<file path="config.mk">
export PLATFORM = sky130hd
export DESIGN_NAME = tdcod_top
export DESIGN_NICKNAME = d
export VERILOG_FILES = /design/src/logic/tdcod_pkg.sv /design/src/logic/tdcod_top.sv
export SDC_FILE = /design/constraint.sdc
export NUM_CORES = 1
export LEC_CHECK = 0
export CAP_MARGIN = 20
export CORE_AREA = 2 2 155 157
export DETAILED_ROUTE_END_ITERATION = 10
export DIE_AREA = 0 0 157 159
export DONT_BUFFER_PORTS = 1
export GPL_TIMING_DRIVEN = 0
export PLACE_DENSITY_LB_ADDON = 0.25
export SLEW_MARGIN = 25
export SYNTH_ARGS = -nofsm -noshare
export SYNTH_HDL_FRONTEND = slang
export SYNTH_SLANG_ARGS = --single-unit
</file>
<file path="constraint.sdc">
create_clock -name ref_clk -period 4.6 [get_ports ref_clk]
set_input_delay 0.69 -clock ref_clk [delete_from_list [all_inputs] [get_ports ref_clk]]
set_output_delay 0.69 -clock ref_clk [all_outputs]
set_load 0.05 [all_outputs]
</file>
<file path="src/logic/tdcod_pkg.sv">
package tdcod_pkg;

    // ----------------------------------------------------------------
    // Opcode layout
    // ----------------------------------------------------------------
    localparam int          OP_W                   = 8;
    localparam logic [3:0]  OP_BITS                = 4'h8;
    localparam logic [3:0]  OP_LAST_BIT            = 4'h7;

    // ----------------------------------------------------------------
    // Action opcodes
    // ----------------------------------------------------------------
    localparam logic [7:0]  OP_TOF_SINGLE_GO       = 8'h01;
    localparam logic [7:0]  OP_TOF_BIDIR_GO        = 8'h03;
    localparam logic [7:0]  OP_TEMP_SINGLE_GO      = 8'h04;
    localparam logic [7:0]  OP_TEMP_DOUBLE_GO      = 8'h05;
    localparam logic [7:0]  OP_PARTIAL_INIT        = 8'h70;
    localparam logic [7:0]  OP_SOFT_RESET          = 8'h50;

    // ----------------------------------------------------------------
    // Read opcodes
    // ----------------------------------------------------------------
    localparam logic [7:0]  OP_RD_DOWN_ECHO_SEVENTH   = 8'hbf;
    localparam logic [7:0]  OP_RD_DOWN_ECHO_EIGHTH    = 8'hc0;
    localparam logic [7:0]  OP_RD_DOWN_ECHO_TOTAL     = 8'hc1;
    localparam logic [7:0]  OP_RD_THERMAL_PORT_FIRST  = 8'hc2;
    localparam logic [7:0]  OP_RD_THERMAL_PORT_SECOND = 8'hc3;
    localparam logic [7:0]  OP_RD_THERMAL_PORT_THIRD  = 8'hc4;
    localparam logic [7:0]  OP_RD_THERMAL_PORT_FOURTH = 8'hc5;
    localparam logic [7:0]  OP_RD_FIRST_WAVE_WIDTH    = 8'hd0;
    localparam logic [7:0]  OP_RD_FIRST_ECHO_WIDTH    = 8'hd1;
    localparam logic [7:0]  OP_RD_STATUS              = 8'hd2;
    localparam logic [7:0]  OP_RD_LINK_CHECK          = 8'hd3;
    localparam logic [7:0]  OP_RD_CALIBRATION         = 8'hd4;

    // ----------------------------------------------------------------
    // Link check width and pin layout
    // ----------------------------------------------------------------
    localparam int          LINK_W                 = 8;
    localparam int          PIN_N                  = 3;
    localparam int          PIN_SEL                = 0;
    localparam int          PIN_SCK                = 1;
    localparam int          PIN_SI                 = 2;
    localparam logic [2:0]  PIN_RESET              = 3'h1;

    // ----------------------------------------------------------------
    // Measurement sequencer states
    // ----------------------------------------------------------------
    typedef enum logic [6:0] {
        SEQ_IDLE     = 7'h01,
        SEQ_TOF_ONE  = 7'h02,
        SEQ_TOF_UP   = 7'h04,
        SEQ_TOF_DOWN = 7'h08,
        SEQ_TEMP_ONE = 7'h10,
        SEQ_TEMP_A   = 7'h20,
        SEQ_TEMP_B   = 7'h40
    } tdcod_seq_t;

endpackage

</file>
<file path="src/logic/tdcod_top.sv">
`timescale 1ns/1ps
`default_nettype none

module tdcod_top #(
    parameter int DATA_W = 32
) (
    input  wire logic              ref_clk,
    input  wire logic              resetn,
    input  wire logic              slave_select_n,
    input  wire logic              sck,
    input  wire logic              si,
    output logic                   soOut,
    output logic                   soOe_n,
    input  wire logic [DATA_W-1:0] downEchoSeventh,
    input  wire logic [DATA_W-1:0] downEchoEighth,
    input  wire logic [DATA_W-1:0] downEchoTotal,
    input  wire logic [DATA_W-1:0] thermalFirst,
    input  wire logic [DATA_W-1:0] thermalSecond,
    input  wire logic [DATA_W-1:0] thermalThird,
    input  wire logic [DATA_W-1:0] thermalFourth,
    input  wire logic [DATA_W-1:0] firstWaveWidth,
    input  wire logic [DATA_W-1:0] firstEchoWidth,
    input  wire logic [DATA_W-1:0] statusWord,
    input  wire logic [DATA_W-1:0] configZero,
    input  wire logic [DATA_W-1:0] calibrationWord,
    input  wire logic              tofDone,
    input  wire logic              tempDone,
    output logic                   tofStart,
    output logic                   tofDirDown,
    output logic                   tempStart,
    output logic                   tempSecond,
    output logic                   measBusy,
    output logic                   clearResults,
    output logic                   softReset
);
    import tdcod_pkg::*;

    // ----------------------------------------------------------------
    // Pin synchronisers
    // ----------------------------------------------------------------
    logic [PIN_N-1:0] pinRaw;
    logic [PIN_N-1:0] syncA;
    logic [PIN_N-1:0] syncB;
    logic [PIN_N-1:0] syncC;
    logic [PIN_N-1:0] pinClean;
    logic [PIN_N-1:0] pinPrev;

    assign pinRaw = {si, sck, slave_select_n};

    // Three stages per pin, value taken once stages two and three agree
    genvar gi;
    generate
        for (gi = 0; gi < PIN_N; gi++) begin : g_sync
            always_ff @(posedge ref_clk or negedge resetn) begin
                if (!resetn) begin
                    syncA[gi]    <= PIN_RESET[gi];
                    syncB[gi]    <= PIN_RESET[gi];
                    syncC[gi]    <= PIN_RESET[gi];
                    pinClean[gi] <= PIN_RESET[gi];
                    pinPrev[gi]  <= PIN_RESET[gi];
                end else begin
                    syncA[gi]    <= pinRaw[gi];
                    syncB[gi]    <= syncA[gi];
                    syncC[gi]    <= syncB[gi];
                    pinClean[gi] <= (syncB[gi] == syncC[gi]) ? syncC[gi] : pinClean[gi];
                    pinPrev[gi]  <= pinClean[gi];
                end
            end
        end
    endgenerate

    // Edge and select decoding
    wire selActive = ~pinClean[PIN_SEL];
    wire sckRise   = selActive & pinClean[PIN_SCK] & ~pinPrev[PIN_SCK];
    wire sckFall   = selActive & ~pinClean[PIN_SCK] & pinPrev[PIN_SCK];
    wire siBit     = pinClean[PIN_SI];

    // ----------------------------------------------------------------
    // Opcode capture
    // ----------------------------------------------------------------
    logic [OP_W-1:0] opShift;
    logic [3:0]      bitCnt;

    // Only the first byte of a frame is an opcode; later bits are ignored
    wire             opBitTake  = sckRise & (bitCnt != OP_BITS);
    wire             opDone     = sckRise & (bitCnt == OP_LAST_BIT);
    wire [OP_W-1:0]  nextOpcode = {opShift[OP_W-2:0], siBit};
    wire [3:0]       next_bitCnt = bitCnt + 4'h1;

    // Shift in MSB first on rising clock, restart when select rises
    always_ff @(posedge ref_clk or negedge resetn) begin
        if (!resetn) begin
            opShift <= '0;
            bitCnt  <= '0;
        end else if (!selActive) begin
            bitCnt  <= '0;
        end else if (opBitTake) begin
            opShift <= nextOpcode;
            bitCnt  <= next_bitCnt;
        end
    end

    // ----------------------------------------------------------------
    // Opcode decode
    // ----------------------------------------------------------------
    wire isTofSingle  = opDone & (nextOpcode == OP_TOF_SINGLE_GO);
    wire isTofBidir   = opDone & (nextOpcode == OP_TOF_BIDIR_GO);
    wire isTempSingle = opDone & (nextOpcode == OP_TEMP_SINGLE_GO);
    wire isTempDouble = opDone & (nextOpcode == OP_TEMP_DOUBLE_GO);
    wire isInit       = opDone & (nextOpcode == OP_PARTIAL_INIT);
    wire isPor        = opDone & (nextOpcode == OP_SOFT_RESET);

    wire selSeventh = nextOpcode == OP_RD_DOWN_ECHO_SEVENTH;
    wire selEighth  = nextOpcode == OP_RD_DOWN_ECHO_EIGHTH;
    wire selTotal   = nextOpcode == OP_RD_DOWN_ECHO_TOTAL;
    wire selTherm1  = nextOpcode == OP_RD_THERMAL_PORT_FIRST;
    wire selTherm2  = nextOpcode == OP_RD_THERMAL_PORT_SECOND;
    wire selTherm3  = nextOpcode == OP_RD_THERMAL_PORT_THIRD;
    wire selTherm4  = nextOpcode == OP_RD_THERMAL_PORT_FOURTH;
    wire selWave    = nextOpcode == OP_RD_FIRST_WAVE_WIDTH;
    wire selEcho    = nextOpcode == OP_RD_FIRST_ECHO_WIDTH;
    wire selStatus  = nextOpcode == OP_RD_STATUS;
    wire selLink    = nextOpcode == OP_RD_LINK_CHECK;
    wire selCal     = nextOpcode == OP_RD_CALIBRATION;

    // Unlisted codes match nothing and so trigger nothing
    wire anyRead = selSeventh | selEighth | selTotal | selTherm1 | selTherm2
                 | selTherm3 | selTherm4 | selWave | selEcho | selStatus
                 | selLink | selCal;
    wire readHit = opDone & anyRead;

    // Link check word is left aligned so its eight bits go out first
    wire [DATA_W-1:0] linkWord = {configZero[LINK_W-1:0], {(DATA_W-LINK_W){1'b0}}};

    // Read source selection
    wire [DATA_W-1:0] readWord =
        selSeventh ? downEchoSeventh :
        selEighth  ? downEchoEighth  :
        selTotal   ? downEchoTotal   :
        selTherm1  ? thermalFirst    :
        selTherm2  ? thermalSecond   :
        selTherm3  ? thermalThird    :
        selTherm4  ? thermalFourth   :
        selWave    ? firstWaveWidth  :
        selEcho    ? firstEchoWidth  :
        selStatus  ? statusWord      :
        selLink    ? linkWord        :
        selCal     ? calibrationWord :
                     '0;

    // ----------------------------------------------------------------
    // Serial read-out
    // ----------------------------------------------------------------
    logic [DATA_W-1:0] outShift;
    logic              driving;
    logic              skipFall;

    // Load after the opcode, MSB first; the fall closing bit eight does not shift
    always_ff @(posedge ref_clk or negedge resetn) begin
        if (!resetn) begin
            outShift <= '0;
            driving  <= 1'b0;
            skipFall <= 1'b0;
        end else if (!selActive) begin
            driving  <= 1'b0;
            skipFall <= 1'b0;
        end else if (readHit) begin
            outShift <= readWord;
            driving  <= 1'b1;
            skipFall <= 1'b1;
        end else if (sckFall && driving) begin
            skipFall <= 1'b0;
            outShift <= skipFall ? outShift : {outShift[DATA_W-2:0], 1'b0};
        end
    end

    assign soOut  = outShift[DATA_W-1];
    assign soOe_n = ~driving;         // Low while the output is driven

    // ----------------------------------------------------------------
    // Register control pulses
    // ----------------------------------------------------------------
    always_ff @(posedge ref_clk or negedge resetn) begin
        if (!resetn) begin
            clearResults <= 1'b0;
            softReset    <= 1'b0;
        end else begin
            clearResults <= isInit;
            softReset    <= isPor;
        end
    end

    // ----------------------------------------------------------------
    // Measurement sequencer
    // ----------------------------------------------------------------
    tdcod_seq_t seqState;
    tdcod_seq_t next_seqState;
    logic       next_tofStart;
    logic       next_tempStart;

    // Starts are taken only while idle; soft reset aborts any sequence
    always_comb begin
        next_seqState  = seqState;
        next_tofStart  = 1'b0;
        next_tempStart = 1'b0;
        unique case (seqState)
            SEQ_IDLE: begin
                if (isTofSingle) begin
                    next_seqState = SEQ_TOF_ONE;
                    next_tofStart = 1'b1;
                end else if (isTofBidir) begin
                    next_seqState = SEQ_TOF_UP;
                    next_tofStart = 1'b1;
                end else if (isTempSingle) begin
                    next_seqState  = SEQ_TEMP_ONE;
                    next_tempStart = 1'b1;
                end else if (isTempDouble) begin
                    next_seqState  = SEQ_TEMP_A;
                    next_tempStart = 1'b1;
                end
            end
            SEQ_TOF_ONE: begin
                if (tofDone) next_seqState = SEQ_IDLE;
            end
            SEQ_TOF_UP: begin
                if (tofDone) begin
                    next_seqState = SEQ_TOF_DOWN;
                    next_tofStart = 1'b1;
                end
            end
            SEQ_TOF_DOWN: begin
                if (tofDone) next_seqState = SEQ_IDLE;
            end
            SEQ_TEMP_ONE: begin
                if (tempDone) next_seqState = SEQ_IDLE;
            end
            SEQ_TEMP_A: begin
                if (tempDone) begin
                    next_seqState  = SEQ_TEMP_B;
                    next_tempStart = 1'b1;
                end
            end
            SEQ_TEMP_B: begin
                if (tempDone) next_seqState = SEQ_IDLE;
            end
            default: next_seqState = SEQ_IDLE;
        endcase
        if (isPor) begin
            next_seqState  = SEQ_IDLE;
            next_tofStart  = 1'b0;
            next_tempStart = 1'b0;
        end
    end

    // Sequencer registers and direction / pass levels
    always_ff @(posedge ref_clk or negedge resetn) begin
        if (!resetn) begin
            seqState  <= SEQ_IDLE;
            tofStart  <= 1'b0;
            tempStart <= 1'b0;
        end else begin
            seqState  <= next_seqState;
            tofStart  <= next_tofStart;
            tempStart <= next_tempStart;
        end
    end

    assign tofDirDown = seqState == SEQ_TOF_DOWN;
    assign tempSecond = seqState == SEQ_TEMP_B;
    assign measBusy   = seqState != SEQ_IDLE;

endmodule

`default_nettype wire

</file>
==> results of run 1 <==
-- layer usage --
| layer | GRT usage | up-vias |
|---|---|---|
| met5 | 0 | - |
| met3 | 0.09363 | 118 |
| li1 | - | 3484 |
| met4 | 0.1476 | 2 |
| met1 | 0.4198 | 4070 |
| met2 | 0.5307 | 629 |
-- layout make-up --
class / count / share of cell area
tap: 319 / 0.05082
multi-input combinational: 713 / 0.6186
buffer: 93 / 0.06006
clock inverter: 3 / 0.005417
antenna: 7 / 0.002230
sequential: 69 / 0.2206
clock buffer: 13 / 0.03441
timing repair buffer: 1 / 0.0009559
inverter: 14 / 0.006850
-- cell usage after synthesis, drive strengths merged (13+ instances only) --
cell	number
inv	13
a21oi	61
dfrtp	64
a211oi	16
a221oi	17
nand2	60
clkbuf	36
nand3	22
mux2i	29
nand3b	22
o211ai	20
nand2b	19
buf	57
o21ai	82
a22oi	48
mux2	15
nor2	66
and2	17
-- state kept, by name, indices dropped and copies added, names as in the netlist --
register / cells
outShift: 32
opShift: 7
seqState: 7
bitCnt: 4
syncA: 3
syncB: 3
syncC: 3
pinClean: 2
clearResults: 1
driving: 1
pinPrev: 1
siBit: 1
skipFall: 1
softReset: 1
tempStart: 1
tofStart: 1
-- where the power goes --
part / switching, mW / internal [mW]
Combinational: 1.10 / 0.492
Sequential: 0.0365 / 0.645
Clock: 0.300 / 0.465
Total: 1.44 / 1.60
-- placed cells by master (no fill, tap or decap), drive strengths merged, types with 5 or more instances in the layout --
cell     instances
a2111oi         11
a211o           12
a211oi          16
a21o            12
a21oi           61
a221oi          17
a222oi          10
a22o            12
a22oi           48
a31oi            9
a32o             8
and2            17
and3             8
buf             58
clkbuf          49
dfrtp           64
dfstp            5
diode            7
inv             13
mux2            15
mux2i           29
nand2           60
nand2b          19
nand3           22
nand3b          22
nor2            66
nor2b           11
nor3             5
nor3b           10
nor4             8
o211ai          20
o21ai           82
o21bai           6
o2bb2ai          6
o31ai            8
or4              8
-- kinds of logic after synthesis --
group,count (synthesis)
AOI/OAI and AO/OA,376
and+or+nand+nor,282
buffers and inverters,107
DFF,69
muxes,44
xor gates and xnor gates,6
adders and majority gates,5
-- stage by stage --
stage	hold slack [ns]	std cells	instance area, um2
global placement	0.3376	1208	7510
finish	0.03564	1232	7854
CTS	0.02862	1225	7836
floorplan	0.3312	889	7111
global route	0.02390	1230	7849
detailed placement	0.3347	1209	7523
-- worst max-delay path by stage --
stage / startpoint / to / slack [ns]
final: opShift[1] / outShift[6] / 1.66
after CTS: opShift[2] / outShift[6] / 1.71
after detailed placement: opShift[1] / outShift[6] / 1.73
after global placement: seqState[2] / tempSecond / 1.40
after global routing: opShift[2] / outShift[24] / 1.55
after floorplan: seqState[2] / tempSecond / 1.55
==> results.sh, run 1 <==
export IMPL_grt_usage=0.3338
export IMPL_clk_latency_ns=0.35
export IMPL_path_cells="buf_4 -> nor2_2 -> clkbuf_1 -> nand2_1 -> a32o_1 -> a211oi_1 -> a21oi_1"
export IMPL_finalHoldViolCount=0
export IMPL_final_util=0.3386
export IMPL_slew_headroom=0.3013
export IMPL_yosys_top_cells_area="dfrtp_1, o21ai_0, a22oi_1"
export IMPL_status="finished, final reports clean"
export IMPL_drc=0
export IMPL_r2r_start="opShift[1]"
export IMPL_reg2reg_to="outShift[6]"
export IMPL_synth_area_mux_share=0.06458
export IMPL_die_w_um=157
export IMPL_grt_ovfl_total=0
export IMPL_drive_above_1_share=0.1369
export IMPL_timing_fmax_ghz=0.3404
export IMPL_slowest_delay_ns=0.60
export IMPL_finalPower_mw=3.040
export IMPL_synth_compound_area_frac=0.3792
export IMPL_port_buffers=0
export IMPL_rows=56
export IMPL_highest_layer="met5"
export IMPL_rsz0062_at_grt="false"
export IMPL_endpoint_kind="register"
export IMPL_finalCritPeriodShare=0.6387
export IMPL_firstDrtPassIters=8
export IMPL_cts_tree="done"
export IMPL_cp_required_ns=4.84
export IMPL_synthAdderAreaFrac=0.007742
export IMPL_async_flop_share=1.000
export IMPL_synthesis_area_um2=7111
export IMPL_synthCells=889
export IMPL_cp_slowest_cell="clkbuf_1"
export IMPL_start_kind="register"
export IMPL_gp_routability_congestion=0.9730
export IMPL_clkTransAtPathRegs_ns=0.06
export IMPL_tns_ns=0
export IMPL_vias_per_cell=6.739
export IMPL_synth_edf_count=0
export IMPL_ctsResizeCount=0
export IMPL_p_leak_nw=2.902
export IMPL_antenna_left=0
export IMPL_pre_cts_ws_ns=1.728
export IMPL_fillerInstances=2493
export IMPL_grt_start_max_net_pins=70
export IMPL_start_util=0.3066
export IMPL_arrival_ns=3.17
export IMPL_ys_warn_count=0
export IMPL_h_tree_depth=3
export IMPL_yosysTopAreaCell="dfrtp_1"
export IMPL_synthSimpleGateAreaFrac=0.2235
export IMPL_synth_xor_area_frac=0.007390
export IMPL_wl_met3_um=4841
export IMPL_max_cap_violations=0
export IMPL_critical_path_top_delay_family="simple AND/OR/NAND/NOR gates"
export IMPL_hpwlAfterDp_um=33840
export IMPL_die_area_um2=24960
export IMPL_maxSlewViolCount=0
export IMPL_synth_area_per_cell_um2=7.998
export IMPL_antenna_found_initial=7
export IMPL_reg2reg_depth=7
export IMPL_area_growth_pct=10.45
export IMPL_wire_per_inst_um=35.04
export IMPL_dieHeight_um=159
export IMPL_synth_ff_type="dfrtp_1"
export IMPL_period_needed_ns=2.938
export IMPL_worstSetupPathType="reg2reg"
export IMPL_ys_seq_area_frac=0.2437
export IMPL_route_vias_total=8303
export IMPL_cp_num_buf_inv=2
export IMPL_clkSinkCount=69
export IMPL_seq_area_um2=1733
export IMPL_route_met2_wl_um=19620
export IMPL_syn_num_nets=1282
export IMPL_core_area_um2=23190
export IMPL_cts_hold_buf=0
export IMPL_p_per_area_nw_per_um2=387.0
export IMPL_cts_setup_buffers=0
export IMPL_drt_initial_drc_count=926
export IMPL_cts_buffers=9
export IMPL_ys_types=86
export IMPL_finalClockSkew_ns=0.008548
export IMPL_cp_max_fo=10
export IMPL_ios=400
export IMPL_fin_ws_ns=1.662
export IMPL_num_nets_final=1294
export IMPL_cts_root_buf="clkbuf_16"
export IMPL_r2r_setup_slack_ns=1.66
export IMPL_holdCritPathClass="in2async"
export IMPL_multi_input_area_um2=4858
export IMPL_synth_top_family_by_area="compound AO/OA/AOI/OAI gates"
export IMPL_vdd_drop_max_mv=0.2008
export IMPL_routed_wl_um=43170
export IMPL_setup_viol=0
export IMPL_grt_first_pass_wirelength_um=59180
export IMPL_crit_cells=7
export IMPL_ys_ff_latch=69
export IMPL_worst_pin_slew_ns=1.048
export IMPL_grt_pass1_vias=8226
export IMPL_wl_met1_um=16760
export IMPL_clock_path_buffers=2
export IMPL_netlist_area_leader_share=0.2252
(Power assumes the default switching activity.)
==> run 2: changes to the inputs <==
==> constraint.sdc (replaced) <==
create_clock -name ref_clk -period 2.42 [get_ports ref_clk]
set_input_delay 0.363 -clock ref_clk [delete_from_list [all_inputs] [get_ports ref_clk]]
set_output_delay 0.363 -clock ref_clk [all_outputs]
set_load 0.05 [all_outputs]
==> run 2 against run 1 <==
  * The run now ends with negative setup slack left
  * Utilization rose by 2.2 points
  * Clock-buffer cell count shrank 4
  * Register-to-register slack worse by 1.7 ns
  * Global-route usage is 0.59 points higher
  * Design area is 6.6% higher
  * Routed wire length up 1.2%
  * Hold slack improved by 0.00082 ns
  * Clock skew rose by 0.0028 ns
  * Final cell count increased by 1.5%
  * Largest cell class unchanged
  * Highest routed layer is now met4
==> results.sh, run 2 (synthesis results as in run 1) <==
export IMPL_fin_hold_ws_ns=0.03646
export IMPL_final_cell_mix="o21ai_0, dfrtp_1, nor2_1, a21oi_1, nand2_1"
export IMPL_use_met1=0.4118
export IMPL_die_w_um=157
export IMPL_finalCritPeriodShare=1.005
export IMPL_worst_pin_slew_ns=0.7476
export IMPL_firstDrtPassIters=6
export IMPL_start_util=0.3066
export IMPL_largest_register_ffs=32
export IMPL_rsz0062_at_grt="false"
export IMPL_period_needed_ns=2.431
export IMPL_p_leak_nw=3.135
export IMPL_r2r_setup_slack_ns=-0.01
export IMPL_fin_area_um2=8372
export IMPL_drt_initial_drc_count=1201
export IMPL_pre_cts_ws_ns=-0.6017
export IMPL_finalPower_mw=6.330
export IMPL_vdd_drop_max_mv=0.3738
export IMPL_cts_tree="done"
export IMPL_hpwlAfterDp_um=33770
export IMPL_grt_usage=0.3397
export IMPL_start_kind="register"
export IMPL_grt_start_max_net_pins=70
export IMPL_finalClockSkew_ns=0.01133
export IMPL_fin_ws_ns=-0.01116
export IMPL_reg2reg_to="outShift[0]"
export IMPL_finalHoldViolCount=0
export IMPL_status="finished with violations"
export IMPL_ios=400
export IMPL_antenna_found_initial=13
export IMPL_drc=0
export IMPL_holdCritStartpoint="sck"
export IMPL_h_tree_depth=3
export IMPL_top_usage_layer="met2"
export IMPL_drive_above_1_share=0.1952
export IMPL_cts_root_buf="clkbuf_16"
export IMPL_holdCritPathClass="in2reg"
export IMPL_top_regs="outShift: 32 flops, opShift: 7 flops, seqState: 7 flops"
export IMPL_grtUsageMet3=0.1238
export IMPL_route_vias_total=8408
export IMPL_clk_latency_ns=0.36
export IMPL_holdPathStages=0
export IMPL_clkTransAtPathRegs_ns=0.06
export IMPL_routed_wl_um=43690
export IMPL_worstSetupPathType="reg2reg"
export IMPL_r2r_start="siBit"
export IMPL_area_growth_pct=17.74
export IMPL_num_nets_final=1305
export IMPL_core_area_um2=23190
export IMPL_cp_required_ns=2.66
export IMPL_vias_per_cell=6.721
export IMPL_violations="negative setup slack"
export IMPL_clock_path_buffers=2
export IMPL_reg2reg_depth=8
export IMPL_endpoint_kind="register"
export IMPL_port_buffers=0
export IMPL_wire_per_inst_um=34.93
export IMPL_timing_fmax_ghz=0.4113
export IMPL_grt_ovfl_total=0
export IMPL_layout_commonest_cell="o21ai_0"
export IMPL_gp_routability_congestion=0.9750
export IMPL_max_cap_violations=0
export IMPL_p_per_area_nw_per_um2=756.1
export IMPL_largest_register="outShift"
export IMPL_arrival_ns=2.67
export IMPL_slew_headroom=0.4995
export IMPL_cts_buffers=9
export IMPL_maxSlewViolCount=0
export IMPL_whs_endpoint="syncA[1]"
export IMPL_cp_max_fo=10
export IMPL_dieHeight_um=159
export IMPL_grt_first_pass_wirelength_um=60130
export IMPL_grt_pass1_vias=8380
export IMPL_grtUsageMet2=0.5245
export IMPL_antenna_left=0
export IMPL_die_area_um2=24960
export IMPL_post_dp_cell_area_um2=7525
export IMPL_setup_viol=1
export IMPL_rows=56
export IMPL_clkSinkCount=69
==> run 2: cell count changes in the layout (fill, tap and decap cells not counted), sizes merged <==
cell and delta:
diode +8, buf -1, dlygate4sd3 +2, clkinv +1, bufinv +3, clkbuf +6
==> run 2: critical path: stages, from the launching register on <==
cell,delay (ns)
dfrtp_2,0.44
buf_6,0.17
buf_4,0.23
buf_6,0.22
mux2i_1,0.31
o211ai_1,0.19
a221oi_1,0.40
nor2_1,0.10
a32o_1,0.25
==> run 2: metal layers <==
layer  wire length, um  vias to the layer above
met1             16020                     4105
met2             19970                      663
met5                 0                        -
met3              5788                      110
met4              1914                        0
li1                  -                     3530
==> run 2: repair_timing <==
action                     CTS  global route
pin swaps                    5             7
hold endpoints to repair    70             0
buffers inserted             6             5
setup endpoints to repair   43            39
hold buffers                 3             0
resized for setup           47            62
==> run 2: layout make-up <==
class / count / area [um2]
clock buffer: 9 / 225.2
sequential: 69 / 1737
multi-input combinational: 713 / 5035
antenna: 15 / 37.54
clock inverter: 7 / 137.6
timing repair buffer: 14 / 142.6
tap: 319 / 399.1
fill: 2528 / 14820
inverter: 14 / 53.80
buffer: 91 / 604.3
==> run 2: worst max path at each step <==
stage | from | end | slack [ns]
CTS | opShift[6] | outShift[25] | 0.0009
floorplan | seqState[4] | seqState[5] | 0.21
detailed placement | opShift[2] | outShift[6] | -0.60
finish | siBit | outShift[0] | -0.01
global route | opShift[6] | outShift[3] | 0.003
global placement | opShift[2] | outShift[6] | -0.62
==> run 2: per-stage QoR <==
| step | instances | utilization | setup TNS, ns |
|---|---|---|---|
| final | 1251 | 0.3610 | -0.01116 |
| after global routing | 1248 | 0.3607 | 0 |
| after CTS | 1232 | 0.3494 | 0 |
| after detailed placement | 1208 | 0.3245 | -10.88 |
| after global placement | 1208 | 0.3241 | -10.52 |
| after floorplan | 889 | - | 0 |
==> run 2: report_power, final <==
part	total, mW	leakage (nW)	internal (mW)	switching (mW)
clock	1.70	0.176	1.11	0.587
sequential	1.31	0.809	1.23	0.0793
combinational	3.33	2.15	1.11	2.22
